===== src/rtl/input_ov_pkg.sv =====
package input_ov_pkg;

  // command codes of the three registers
  localparam logic [7:0]  CMD_FAULT_LIMIT    = 8'h55;
  localparam logic [7:0]  CMD_FAULT_RESP     = 8'h56;
  localparam logic [7:0]  CMD_WARN_LIMIT     = 8'h57;

  // reset values; limits in Linear-11 (N=-1: 15.0 V and 14.5 V)
  localparam logic [15:0] FAULT_LIMIT_RST    = 16'hF81E;
  localparam logic [7:0]  FAULT_RESP_RST     = 8'hB8;
  localparam logic [15:0] WARN_LIMIT_RST     = 16'hF81D;

  // Linear-11 fields
  localparam int          EXP_MSB            = 15;
  localparam int          EXP_LSB            = 11;
  localparam int          MANT_MSB           = 10;
  localparam int          MANT_LSB           = 0;

  // fault response fields
  localparam int          RESP_MODE_MSB      = 7;
  localparam int          RESP_MODE_LSB      = 6;
  localparam int          RETRY_MSB          = 5;
  localparam int          RETRY_LSB          = 3;
  localparam int          DELAY_MSB          = 2;
  localparam int          DELAY_LSB          = 0;
  localparam logic [1:0]  RESP_DISABLE_RETRY = 2'h2;
  localparam logic [2:0]  RETRY_NONE         = 3'h0;

  // accepted limit range in volts
  localparam int          LIMIT_MIN_V        = 0;
  localparam int          LIMIT_MAX_V        = 18;

  // fixed-point scaling: internal 2^-16 V, measured input 2^-8 V
  localparam int          FIX_FRAC           = 16;
  localparam int          VIN_FRAC           = 8;
  localparam int          FIX_W              = 48;

  // retry delay step
  localparam int unsigned RETRY_UNIT_MS      = 35;
  localparam int unsigned CLK_KHZ            = 100000;
  localparam int unsigned RETRY_UNIT_CYCLES  = RETRY_UNIT_MS * CLK_KHZ;

  // status bit positions
  localparam int          SW_NOTA_BIT        = 0;
  localparam int          SW_INPUT_BIT       = 13;
  localparam int          SI_OV_FAULT_BIT    = 7;
  localparam int          SI_OV_WARN_BIT     = 6;

  typedef enum logic [1:0] {
    ST_RUN  = 2'b00,
    ST_HOLD = 2'b01,
    ST_WAIT = 2'b10
  } ov_state_t;

endpackage : input_ov_pkg


===== src/rtl/ov_cmp_if.sv =====
`timescale 1ns/1ps
`default_nettype none
interface ov_cmp_if;
  logic [15:0] fault_limit;
  logic [15:0] warn_limit;
  logic [15:0] vin;
  logic [15:0] wdata;
  logic        above_fault;
  logic        above_warn;
  logic        wdata_in_range;

  modport ctrl (output fault_limit, output warn_limit, output vin,
                output wdata, input above_fault, input above_warn,
                input wdata_in_range);
  modport cmp  (input fault_limit, input warn_limit, input vin,
                input wdata, output above_fault, output above_warn,
                output wdata_in_range);
endinterface : ov_cmp_if
`default_nettype wire


===== src/rtl/ov_lin11_compare.sv =====
`timescale 1ns/1ps
`default_nettype none
module ov_lin11_compare (
  ov_cmp_if.cmp c
);

  localparam int W = input_ov_pkg::FIX_W;

  // Linear-11 word to signed fixed point, 2^-16 V per lsb
  function automatic logic signed [W-1:0] lin11_to_fix(
    input logic [15:0] v
  );
    logic signed [4:0]   n;
    logic signed [W-1:0] y;
    logic signed [6:0]   sh;
    n  = v[input_ov_pkg::EXP_MSB:input_ov_pkg::EXP_LSB];
    y  = W'(signed'(v[input_ov_pkg::MANT_MSB:input_ov_pkg::MANT_LSB]));
    sh = 7'(n) + 7'(input_ov_pkg::FIX_FRAC);
    lin11_to_fix = y <<< sh[5:0];
  endfunction : lin11_to_fix

  logic signed [W-1:0] vin_fix;
  logic signed [W-1:0] wr_fix;

  assign vin_fix = W'({c.vin, 8'h00});
  assign wr_fix  = lin11_to_fix(c.wdata); // RULE1

  assign c.above_fault = vin_fix > lin11_to_fix(c.fault_limit); // RULE1
  assign c.above_warn  = vin_fix > lin11_to_fix(c.warn_limit);  // RULE1
  assign c.wdata_in_range =
    (wr_fix >= W'(input_ov_pkg::LIMIT_MIN_V * (1 << input_ov_pkg::FIX_FRAC)))
    && (wr_fix <= W'(input_ov_pkg::LIMIT_MAX_V
                     * (1 << input_ov_pkg::FIX_FRAC))); // RULE2

endmodule : ov_lin11_compare
`default_nettype wire


===== src/rtl/input_overvoltage_fault_control.sv =====
// What this block does
// RULE1: limits are Linear-11: 5-bit signed exponent, 11-bit signed mantissa.
// RULE2: limit writes outside 0 V to 18 V are refused.
// RULE3: a retry waits until input falls below the warning limit.
// RULE4: host keeps the warning limit below the fault limit.
// RULE5: response bits 7:6 = 10 disables and retries; other codes unused.
// RULE6: input above fault limit flags a fault and applies the response; code does this only in ST_RUN with output_on_req high and other_shutdown low.
// RULE7: input above warning limit raises a warning; limit resets to 14.5 V.
// RULE8: warning sets status word bits, status input bit, and alerts host.
// RULE9: a fault pulls the alert low; its bit clears only on clear faults.
// RULE10: retry field 000 keeps output off until the device restarts.
// RULE11: nonzero retry field retries until disabled or another fault.
// RULE12: attempts are spaced (delay field + 1) times 35 ms.
// RULE13: a refused write keeps the old value and reports a data error.
`timescale 1ns/1ps
`default_nettype none
module input_overvoltage_fault_control #(
  parameter int unsigned RETRY_UNIT_CYCLES =
    input_ov_pkg::RETRY_UNIT_CYCLES
) (
  input  wire logic        ref_clk,
  input  wire logic        srst,
  input  wire logic        cmd_wr_en,
  input  wire logic        cmd_rd_en,
  input  wire logic [7:0]  cmd_code,
  input  wire logic [15:0] cmd_wdata,
  output var  logic [15:0] cmd_rdata,
  output var  logic        cmd_data_err,
  input  wire logic        clear_faults,
  input  wire logic        device_restart,
  input  wire logic        output_on_req,
  input  wire logic        other_shutdown,
  input  wire logic [15:0] vin_meas,
  output var  logic        output_enable,
  output var  logic        status_word_nota,
  output var  logic        status_word_input,
  output var  logic        status_input_ov_fault,
  output var  logic        status_input_ov_warn,
  output logic             host_alert_line_o,
  output logic             host_alert_line_oe
);

  ov_cmp_if cmp_bus ();

  ov_lin11_compare u_cmp (
    .c (cmp_bus.cmp)
  );

  logic [15:0]             fault_lim_r, fault_lim_nxt;
  logic [7:0]              resp_r,      resp_nxt;
  logic [15:0]             warn_lim_r,  warn_lim_nxt;
  input_ov_pkg::ov_state_t state_r,     state_nxt;
  logic [31:0]             dly_r,       dly_nxt;
  logic [15:0]             rdata_r,     rdata_nxt;
  logic                    err_r,       err_nxt;
  logic                    flt_r,       flt_nxt;
  logic                    wrn_r,       wrn_nxt;
  logic                    nota_r,      nota_nxt;
  logic                    inp_r,       inp_nxt;
  logic                    oe_r,        oe_nxt;

  logic [1:0]              resp_mode;
  logic [2:0]              retry_set;
  logic [2:0]              delay_set;
  logic                    fault_now;
  logic                    ok_limit;

  assign cmp_bus.fault_limit = fault_lim_r;
  assign cmp_bus.warn_limit  = warn_lim_r;
  assign cmp_bus.vin         = vin_meas;
  assign cmp_bus.wdata       = cmd_wdata;

  assign resp_mode = resp_r[input_ov_pkg::RESP_MODE_MSB:
                            input_ov_pkg::RESP_MODE_LSB]; // RULE5
  assign retry_set = resp_r[input_ov_pkg::RETRY_MSB:input_ov_pkg::RETRY_LSB];
  assign delay_set = resp_r[input_ov_pkg::DELAY_MSB:input_ov_pkg::DELAY_LSB];
  assign ok_limit  = cmp_bus.wdata_in_range;

  // fault is only judged while the output is running
  assign fault_now = cmp_bus.above_fault && (state_r == input_ov_pkg::ST_RUN)
                     && output_on_req && !other_shutdown; // RULE6

  always_comb begin
    fault_lim_nxt = fault_lim_r;
    resp_nxt      = resp_r;
    warn_lim_nxt  = warn_lim_r;
    state_nxt     = state_r;
    dly_nxt       = dly_r;
    rdata_nxt     = rdata_r;
    err_nxt       = 1'b0;

    // register writes
    if (cmd_wr_en) begin
      case (cmd_code)
        input_ov_pkg::CMD_FAULT_LIMIT: begin
          if (ok_limit) begin // RULE2
            fault_lim_nxt = cmd_wdata;
          end else begin
            err_nxt = 1'b1; // RULE13
          end
        end
        input_ov_pkg::CMD_FAULT_RESP: begin
          resp_nxt = cmd_wdata[7:0];
        end
        input_ov_pkg::CMD_WARN_LIMIT: begin
          if (ok_limit) begin // RULE2
            warn_lim_nxt = cmd_wdata;
          end else begin
            err_nxt = 1'b1; // RULE13
          end
        end
        default: begin
          err_nxt = 1'b1;
        end
      endcase
    end

    // register reads, answered one cycle later
    if (cmd_rd_en) begin
      case (cmd_code)
        input_ov_pkg::CMD_FAULT_LIMIT: rdata_nxt = fault_lim_r;
        input_ov_pkg::CMD_FAULT_RESP:  rdata_nxt = {8'h00, resp_r};
        input_ov_pkg::CMD_WARN_LIMIT:  rdata_nxt = warn_lim_r;
        default: begin
          rdata_nxt = 16'h0000;
          err_nxt   = 1'b1;
        end
      endcase
    end

    // sticky status: set wins over clear
    flt_nxt  = (flt_r && !clear_faults) || fault_now; // RULE9
    wrn_nxt  = (wrn_r && !clear_faults) || cmp_bus.above_warn; // RULE7
    nota_nxt = (nota_r && !clear_faults) || cmp_bus.above_warn
               || fault_now; // RULE8
    inp_nxt  = (inp_r && !clear_faults) || cmp_bus.above_warn
               || fault_now; // RULE8

    // fault response sequencing
    case (state_r)
      input_ov_pkg::ST_RUN: begin
        if (fault_now && resp_mode == input_ov_pkg::RESP_DISABLE_RETRY) begin
          if (retry_set == input_ov_pkg::RETRY_NONE) begin
            state_nxt = input_ov_pkg::ST_HOLD; // RULE10
          end else begin
            state_nxt = input_ov_pkg::ST_WAIT; // RULE11
            dly_nxt   = 32'(({29'h0, delay_set} + 32'h1)
                            * RETRY_UNIT_CYCLES) - 32'h1; // RULE12
          end
        end
      end
      input_ov_pkg::ST_HOLD: begin
        if (device_restart) begin
          state_nxt = input_ov_pkg::ST_RUN; // RULE10
        end
      end
      input_ov_pkg::ST_WAIT: begin
        if (!output_on_req || other_shutdown) begin
          state_nxt = input_ov_pkg::ST_RUN; // RULE11
          dly_nxt   = 32'h0;
        end else if (dly_r != 32'h0) begin
          dly_nxt = dly_r - 32'h1; // RULE12
        end else if (!cmp_bus.above_warn) begin
          state_nxt = input_ov_pkg::ST_RUN; // RULE3
        end
      end
      default: begin
        state_nxt = input_ov_pkg::ST_RUN;
      end
    endcase

    // unused response codes flag the fault but keep the output running
    oe_nxt = (state_nxt == input_ov_pkg::ST_RUN) && output_on_req
             && !other_shutdown; // RULE5
  end

  always_ff @(posedge ref_clk) begin
    if (srst) begin
      fault_lim_r <= input_ov_pkg::FAULT_LIMIT_RST;
      resp_r      <= input_ov_pkg::FAULT_RESP_RST;
      warn_lim_r  <= input_ov_pkg::WARN_LIMIT_RST; // RULE7
      state_r     <= input_ov_pkg::ST_RUN;
      dly_r       <= 32'h0;
      rdata_r     <= 16'h0000;
      err_r       <= 1'b0;
      flt_r       <= 1'b0;
      wrn_r       <= 1'b0;
      nota_r      <= 1'b0;
      inp_r       <= 1'b0;
      oe_r        <= 1'b0;
    end else begin
      fault_lim_r <= fault_lim_nxt;
      resp_r      <= resp_nxt;
      warn_lim_r  <= warn_lim_nxt;
      state_r     <= state_nxt;
      dly_r       <= dly_nxt;
      rdata_r     <= rdata_nxt;
      err_r       <= err_nxt;
      flt_r       <= flt_nxt;
      wrn_r       <= wrn_nxt;
      nota_r      <= nota_nxt;
      inp_r       <= inp_nxt;
      oe_r        <= oe_nxt;
    end
  end

  assign cmd_rdata             = rdata_r;
  assign cmd_data_err          = err_r;
  assign output_enable         = oe_r;
  assign status_word_nota      = nota_r;
  assign status_word_input     = inp_r;
  assign status_input_ov_fault = flt_r;
  assign status_input_ov_warn  = wrn_r;

  // open-drain alert: driven low while any status bit stands
  assign host_alert_line_o  = 1'b0;
  assign host_alert_line_oe = flt_r || wrn_r; // RULE9

endmodule : input_overvoltage_fault_control
`default_nettype wire


===== config.mk =====
export PLATFORM = sky130hd
export DESIGN_NAME = input_overvoltage_fault_control
export DESIGN_NICKNAME = d
export VERILOG_FILES = /design/src/rtl/input_ov_pkg.sv /design/src/rtl/ov_cmp_if.sv /design/src/rtl/ov_lin11_compare.sv /design/src/rtl/input_overvoltage_fault_control.sv
export SDC_FILE = /design/constraint.sdc
export NUM_CORES = 1
export LEC_CHECK = 0
export BUFFER_PORTS_ARGS = -buffer_cell sky130_fd_sc_hd__buf_4
export CORE_ASPECT_RATIO = 0.75
export CORE_UTILIZATION = 48
export DETAILED_ROUTE_END_ITERATION = 8
export GPL_ROUTABILITY_DRIVEN = 0
export PLACE_DENSITY_LB_ADDON = 0.2
export SLEW_MARGIN = 5
export SYNTH_ARGS = -nofsm -noshare
export SYNTH_HDL_FRONTEND = slang
export SYNTH_SLANG_ARGS = --single-unit

===== constraint.sdc =====
create_clock -name ref_clk -period 6.9 [get_ports ref_clk]
set_clock_uncertainty 0.2 [all_clocks]
set_input_delay 1.38 -clock ref_clk [delete_from_list [all_inputs] [get_ports ref_clk]]
set_output_delay 1.38 -clock ref_clk [all_outputs]
set_load 0.02 [all_outputs]

; ---- Yosys cells after proc, flatten, opt, wreduce, memory -nomap -nowiden
; Index checks and enable logic that the tools add are counted.
; W data, S select, Z words.
[op_classes]
add_sub_neg = 6
n_mul = 1
div = 0
n_lt_le_gt_ge = 4
n_eq_ne = 9
shift = 3
muxes = 18
n_bitwise = 0
reduce_logical = 33
[ops]
columns = cell, count
row1 = $sshl A11 B6 Y48, 3
row2 = $mux W32, 4
row3 = $gt A25 B48 Y1, 2
row4 = $pmux W32 S2, 1
row5 = $ge A48 B1 Y1 const B, 1
row6 = $le A48 B22 Y1 const B, 1
row7 = $pmux W16 S3, 1
row8 = $reduce_bool A32 Y1, 1
row9 = $sub A32 B1 Y32 const B, 1
row10 = $sub A26 B1 Y27 const B, 1
row11 = $eq A8 B7 Y1 const B, 3
row12 = $mul A4 B17 Y21 const B, 1
row13 = $add A5 B6 Y6 const B, 3
row14 = $mux W2, 6
row15 = $logic_and A1 B1 Y1, 11
row16 = $logic_or A1 B1 Y1, 8
row17 = $pmux W2 S3, 1
row18 = $reduce_and A3 Y1, 2
row19 = $add A3 B1 Y4 const B, 1
row20 = $eq A2 B2 Y1 const B, 2
row21 = $logic_not A2 Y1, 2
row22 = $mux W1, 4
row23 = $reduce_and A4 Y1, 1
row24 = $logic_not A1 Y1, 3
row25 = other kinds (10), 10
[word_totals]
register_bits = 96
latchBits = 0
ram_bits = 0
rom_bits = 0
in_bits = 48
out_inout_bits = 24
word_cells = 86
n_memories = 0

; ---- Logic depth before layout (Yosys ltp)
; Gate-level depths: netlist of run 1.
[depth]
ltp_word = 12
depth_mapped = 21
mapped_depth_nobuf = 16

; ---- Modules after synthesis
; Synthesis of run 1 repeated with hierarchy kept, for this count alone.
[unflattened]
hier_cells = 1275
hier_area_um2 = 9572.9
[modules_own_cells]
columns = module, instances, cells_each, area_each_um2
row1 = input_overvoltage_fault_control, 1, 801, 6287.3
row2 = ov_lin11_compare, 1, 474, 3285.7

; ---- Worst setup path after synthesis of run 1
; Ideal clock, no wire load.
[synth_path]
path_kind = flip-flop to flip-flop
from = register resp_r[0]
to = register dly_r[26]
arrival_ns = 4.944
required_time_ns = 6.612
slack_ns = 1.668
path_stages_with_launch = 19
synth_period_minus_slack_ns = 5.232
cell_sequence = dfxtp_1 -> buf_2 -> inv_1 -> ha_1 -> inv_1 -> fa_1 -> fa_1 -> inv_1 -> fa_1 -> a211oi_2 -> nor2_1 -> xnor2_2 -> and4_1 -> nand4b_1 -> or4_1 -> buf_2 -> nor4_4 -> a31oi_1 -> o32ai_2
[synth_between]
elab_chain_cells = 6
[synth_lines]
columns = element, line_no
row1 = "start, declared", input_overvoltage_fault_control.sv:50  ; logic [7:0] resp_r, resp_nxt;
row2 = "start signal, assigned", input_overvoltage_fault_control.sv:180  ; resp_r <= input_ov_pkg::FAULT_RESP_RST;
row3 = "start signal, assigned", input_overvoltage_fault_control.sv:193  ; resp_r <= resp_nxt;
row4 = $add A3 B1 Y4, input_overvoltage_fault_control.sv:147  ; dly_nxt = 32'(({29'h0, delay_set} + 32'h1)
row5 = $mul A4 B17 Y21, input_overvoltage_fault_control.sv:148  ; * RETRY_UNIT_CYCLES) - 32'h1;
row6 = $sub A26 B1 Y27, input_overvoltage_fault_control.sv:148
row7 = $mux W32, input_overvoltage_fault_control.sv:143  ; if (retry_set == input_ov_pkg::RETRY_NONE) begin
row8 = $mux W32, input_overvoltage_fault_control.sv:142  ; if (fault_now && resp_mode == input_ov_pkg::RESP_DISABLE_RETRY) begin
row9 = $pmux W32 S2, input_overvoltage_fault_control.sv:140  ; case (state_r)
row10 = "end signal, assigned", input_overvoltage_fault_control.sv:196  ; dly_r <= dly_nxt;
row11 = "end, declared", input_overvoltage_fault_control.sv:53  ; logic [31:0] dly_r, dly_nxt;
; No other way between the ends. The select of a mux whose other input is x is not followed.
; A chain may end at the register's enable or synchronous reset.

; ---- Worst setup path in the final report of run 1
; Same ends and word-level chain as after synthesis.

==> results of run 1 <==
## tightest hold or removal path, cell delays in order (launching register included)
cell	delay, ns
dfxtp_1	0.31
nand2_1	0.06
a21oi_1	0.06
## cells in the final DEF (no fill, tap or decap), types with 6 or more instances in the layout
master     Yosys  routed
o22ai_1        7       7
fa_1           7       7
a22oi_1       30      30
mux2_2        29      29
nor4_1        11      11
a21o_1        15      15
o21ai_0       56      56
nand2_1      135     135
and2_1        13      13
o32ai_1       13      13
nand4_1       11      11
a32oi_1       10      10
and3_1        11      11
o32ai_2        6       6
xnor2_1       24      24
ha_1          62      62
dfxtp_1       96      96
or3_1          6       6
clkbuf_16      0       9
nor3b_1        9       9
buf_4          5      83
xor2_1         9       9
a21oi_1      113     113
a211oi_1      11      11
nand2b_1      17      17
mux2i_1       55      55
mux4_2        17      17
nand3_1       28      28
a31oi_1       15      15
o31ai_1        6       6
nor3_1        30      30
o21a_1         6       6
o211ai_1      12      12
nor2_1       120     120
nor2b_1       17      17
inv_1         40      40
## stage by stage
| stage | power, uW | hold WS [ns] | util, % |
|---|---|---|---|
| global route | 1370 | 0.295 | 53.8 |
| global placement | 829 | 0.257 | 52.3 |
| CTS | 1320 | 0.274 | 53.8 |
| floorplan | 755 | 0.246 | - |
| finish | 1310 | 0.272 | 53.8 |
| detailed placement | 831 | 0.263 | 52.3 |
## flip-flops by register name, summed over array words and instances (netlist names)
name                   count
resp_r                     8
status_word_input          1
status_input_ov_fault      1
cmd_data_err               1
dly_r                     32
output_enable              1
status_word_nota           1
state_r                    2
cmp_bus.fault_limit       16
cmp_bus.warn_limit        16
cmd_rdata                 16
status_input_ov_warn       1
## final cells by class
cell class	instances	area [um^2]	area share [%]
Clock buffer	12	256	2.43
Clock inverter	4	28.8	0.272
Inverter	44	165	1.56
Tap cell	253	317	2.99
Timing Repair Buffer	83	623	5.89
Sequential cell	96	1920	18.2
Multi-Input combinational cell	1021	7260	68.7
Antenna cell	1	2.50	0.0237
## where the power goes
group / switching, uW / internal [uW] / total (uW)
clock: 226 / 265 / 491
combinational: 147 / 95.1 / 242
sequential: 13.1 / 568 / 581
## logic make-up (layout without fill, tap and decap cells)
family                   count (synthesis)  count (layout)
flip-flops                              96              96
AND/OR/NAND/NOR                        437             437
other                                    1               2
buffers and inverters                  135             143
adder cells (fa/ha/maj)                 69              69
multiplexers                           101             101
AO/OA/AOI/OAI                          379             379
XOR/XNOR                                34              34
## final timing paths
path | from | to | slack [ns] | cells past startpoint
max | resp_r[0] | dly_r[26] | 0.81 | 16
min | status_word_nota | status_word_nota | 0.27 | 2
max reg2reg | resp_r[0] | dly_r[26] | 0.81 | 16
min reg2reg | status_word_nota | status_word_nota | 0.27 | 2
## per-layer routing
layer / GRT usage [%] / vias up
li1: - / 4665
met1: 45.1 / 4564
met2: 36.0 / 513
met3: 5.25 / 36
met4: 5.12 / 0
met5: 0 / -
==> impl_metrics.toml, run 1 <==
[clock_network]
clkSlewWorstSetupHoldPaths_ns = 0.07
cts_resized = 0
cts-root-buf = "clkbuf_16"
h-tree-depth = 3
cts_buffers = 9
holdBufCountCts = 0
cts.sink_count = 96
cts_setup_buffers = 0
cts_tree = "yes"
clk_path_buf_depth = 2
clk_latency_ns = 0.35

[power_and_ir_drop]
p_leak_uw = 0.00415
irDropWorstVdd_uv = 115
p_per_area_nw_per_um2 = 124

[logic_synthesis]
muxShareOfSynthArea_pct = 12.9
synth-simple-area-share_pct = 21.9
synth.largest_area_cell = "dfxtp_1"
synth_fp_nets = 1369
yosysUniqueCellTypes = 96
syn_inst = 1252
synthAdderAreaFrac_pct = 9.36
synthMostInstantiatedCell = "nand2_1"
synth_xor_area_share_pct = 3.12
synth_ff_type = "dfxtp_1"
synth.avg_cell_area_um2 = 7.81
synth_edf_count = 0
async_reset_ff_share_pct = 0
yosys_warnings = 0
synth_compound_gate_area_share_pct = 26.9
ys_ff_latch = 96
synth_top_family_by_area = "compound AO/OA/AOI/OAI gates"
yosysTopAreaCellShare_pct = 19.6
synth-seq-area-share_pct = 19.6
syn_area_um2 = 9780
ys_top_cells_by_count = "nand2_1, nor2_1, a21oi_1"
yosys-top-cells-area = "dfxtp_1, ha_1, a21oi_1"

[grt]
grt_overflow = 0
grt_pass1_vias = 8558
track_usage_pct = 27.5
antenna_found_initial = 0
grt_pass1_wl_um = 46800
grt_max_degree = 73

[sta]
setup_viol = 0
final_max_slew_viol_count = 0
grt_setup_unrepaired = "no"
fmax_mhz = 164
slew_headroom_pct = 33.5
period_needed_ns = 6.09
tightest_slew_ns = 0.993
period_share_pct = 88.3
hold_viol_final = 0
fin_ws_ns = 0.808
fin_setup_tns_ns = 0

[critical_path]
cp-end-kind = "register"
arrival_ns = 6.16
critPathKind = "register to register"
slowest_delay_ns = 0.70
path_buf_inv = 3
slowest_stage = "or4_1"
critPathLaunchType = "register"
worstPathMaxFanout = 11
cp_cell_sequence = "inv_1 > ha_1 > inv_1 > fa_1 > fa_1 > inv_1 > fa_1 > a211oi_2 > o21bai_1 > a22oi_1 > xor2_1 > nand4b_1 > or4_1 > nor4_4 > a31oi_1 > o32ai_2"
crit_required_ns = 6.97
path_delay_family = "adder cells"

[place]
hpwlAfterDp_um = 21600
place_ws_ns = 0.865
placed_cells = 1497
port_buffers = 70
place_area_um2 = 10300

[finish]
fin_area_um2 = 10600
fillCellCount = 1853
layoutNonFillerInstCount = 1514
syn2layout_area_growth_pct = 8.10
drive_gt1_share_pct = 14.3
nNetsFinal = 1372

[route]
ant_nets = 0
viasPerCell = 6.46
via_count = 9778
wl_met2_um = 11100
dr.pass1.iters = 6
wirelength_um = 29000
route.met3.wl_um = 2980
drc_errors = 0
wl_met1_um = 14600
drt_iter0_markers = 1315
top_layer = "met4"
drt-wirelength-per-cell_um = 19.2

[min_path]
min_path_type = "register to register"

[floorplanning]
io_pins = 72
rows = 44
die_h_um = 126
initial_core_util_pct = 49.8
core_um2 = 19700
die_x_um = 167
die_area_um2 = 21000

[status]
status = "finished clean"

[flow_run]
drv_cap = 0
Power figures use the tool's default switching activity.
==> run 2: changes to the inputs <==
--- a/config.mk
+++ b/config.mk
@@ -6,7 +6,6 @@
 export NUM_CORES = 1
 export LEC_CHECK = 0
 export BUFFER_PORTS_ARGS = -buffer_cell sky130_fd_sc_hd__buf_4
-export CORE_ASPECT_RATIO = 0.75
 export CORE_UTILIZATION = 48
 export DETAILED_ROUTE_END_ITERATION = 8
 export GPL_ROUTABILITY_DRIVEN = 0
==> impl_metrics.toml, run 2 (synthesis results as in run 1) <==
[status]
status = "finished clean"

[grt]
grt_max_degree = 73
grt_pass1_vias = 9073
antenna_found_initial = 0
grt_pass1_wl_um = 46500
grt_overflow = 0
track_usage_pct = 27.9

[floorplanning]
initial_core_util_pct = 49.6
core_um2 = 19700
die_h_um = 145
die_area_um2 = 21000
rows = 51
io_pins = 72
die_x_um = 145

[power_and_ir_drop]
clockPowerShare_pct = 39.3
power.switching_fraction_pct = 29.8
p_leak_uw = 0.00416
power_switching_uw = 405
p_comb_share_pct = 17.9
p_int_uw = 953
p_per_area_nw_per_um2 = 128
seq_power_share_pct = 42.8
irDropWorstVdd_uv = 131

[sta]
hold_viol_final = 0
final_max_slew_viol_count = 0
grt_setup_unrepaired = "no"
fmax_mhz = 167
fin_ws_ns = 0.919
period_needed_ns = 5.98
tightest_slew_ns = 0.967
period_share_pct = 86.7
setup_viol = 0
slew_headroom_pct = 35.3
fin_setup_tns_ns = 0

[finish]
drive_gt1_share_pct = 14.4
layout_commonest_cell = "nand2_1"
fillCellCount = 1890
final_cell_mix = "nand2_1, nor2_1, a21oi_1, dfxtp_1, buf_4"
syn2layout_area_growth_pct = 8.52
largest_reg_flops = 32
final_util_pct = 53.8
nNetsFinal = 1373
antenna_cells = 0
largest_register = "dly_r"
fin_area_um2 = 10600

[route]
drc_errors = 0
drt-wirelength-per-cell_um = 18.6
viasPerCell = 6.27
drt_iter0_markers = 887
dr.pass1.iters = 6
wirelength_um = 28400
via_count = 9572
ant_nets = 0

[min_path]
min_path_type = "register to register"
min-delay-start = "status_word_nota"
hold_end = "status_word_nota"
whs_path_depth = 2

[critical_path]
critPathLaunchType = "register"
slowest_stage = "or4_1"
slowest_delay_ns = 0.71
rr_startpoint = "resp_r[0]"
arrival_ns = 6.05
crit_required_ns = 6.97
r2r-end = "dly_r[27]"
rr_worst_depth = 16
ff2ff_setup_slack_ns = 0.92
cp-end-kind = "register"
worstPathMaxFanout = 11
cp_cell_sequence = "inv_1 > ha_1 > inv_1 > fa_1 > fa_1 > inv_1 > fa_1 > a211oi_2 > nor2_1 > xnor2_2 > and4_1 > nand4b_1 > or4_1 > nor4_4 > a21oi_1 > o32ai_2"
critPathKind = "register to register"

[clock_network]
holdBufCountCts = 0
cts.sink_count = 96
h-tree-depth = 3
clkSlewWorstSetupHoldPaths_ns = 0.08
cts_resized = 0
clk_latency_ns = 0.36
cts_setup_buffers = 0
cts-root-buf = "clkbuf_16"
cts_tree = "yes"
clk_path_buf_depth = 2
cts_buffers = 9

[place]
hpwlAfterDp_um = 21000
place_ws_ns = 0.952
port_buffers = 70
place_area_um2 = 10300

[flow_run]
drv_cap = 0
[run 2: cell count changes in the layout (fill, tap and decap cells not counted), sizes merged]
| cell | delta |
|---|---|
| inv | +2 |
| clkinvlp | -1 |
| bufinv | +1 |
| clkbuf | -2 |
| buf | +1 |
| diode | -1 |
[run 2: worst max-delay path by stage]
stage / startpoint / endpoint / slack, ns / depth (start not counted)
6_report: resp_r[0] / dly_r[27] / 0.92 / 16
2_1_floorplan: resp_r[0] / dly_r[26] / 1.67 / 18
3_5_place_dp: resp_r[0] / dly_r[27] / 0.95 / 16
4_1_cts: resp_r[0] / dly_r[28] / 0.95 / 16
3_3_place_gp: resp_r[0] / dly_r[28] / 1.11 / 15
5_1_grt: resp_r[0] / dly_r[29] / 0.50 / 15
[run 2: per-stage QoR]
stage	std cells	hold WS (ns)	total power [uW]
after global routing	1526	0.291	1410
after detailed placement	1510	0.266	833
after floorplan	1252	0.246	755
after global placement	1510	0.258	831
after CTS	1526	0.275	1370
final	1526	0.267	1360
[run 2: metal layers]
metal  track usage, %  wire length [um]
met5                0                 0
met2             47.6             13500
met3             3.62              1570
met1             36.0             12600
met4             9.64               685
[run 2: area by class of cell]
| class | instances | area, um^2 | share of cell area (%) |
|---|---|---|---|
| Clock buffer | 10 | 229 | 2.16 |
| Clock inverter | 6 | 77.6 | 0.731 |
| Inverter | 44 | 165 | 1.56 |
| Multi-Input combinational cell | 1021 | 7260 | 68.4 |
| Sequential cell | 96 | 1920 | 18.1 |
| Tap cell | 265 | 332 | 3.12 |
| Timing Repair Buffer | 84 | 631 | 5.94 |
[run 2: power groups by stage]
stage | clock network, uW | logic (uW) | registers, uW
floorplan | 0 | 162 | 594
global placement | 0 | 238 | 593
detailed placement | 0 | 240 | 593
CTS | 544 | 241 | 581
global route | 558 | 268 | 583
finish | 534 | 242 | 581
[run 2: critical path, delay by kind of cell, from the launching register on]
| family | cells | cell delay [ns] |
|---|---|---|
| fa+ha+maj | 4 | 1.95 |
| simple gates | 5 | 1.75 |
| xor+xnor | 1 | 0.25 |
| compound gates | 3 | 0.58 |
| buf+inv | 3 | 0.52 |
| flops | 1 | 0.63 |
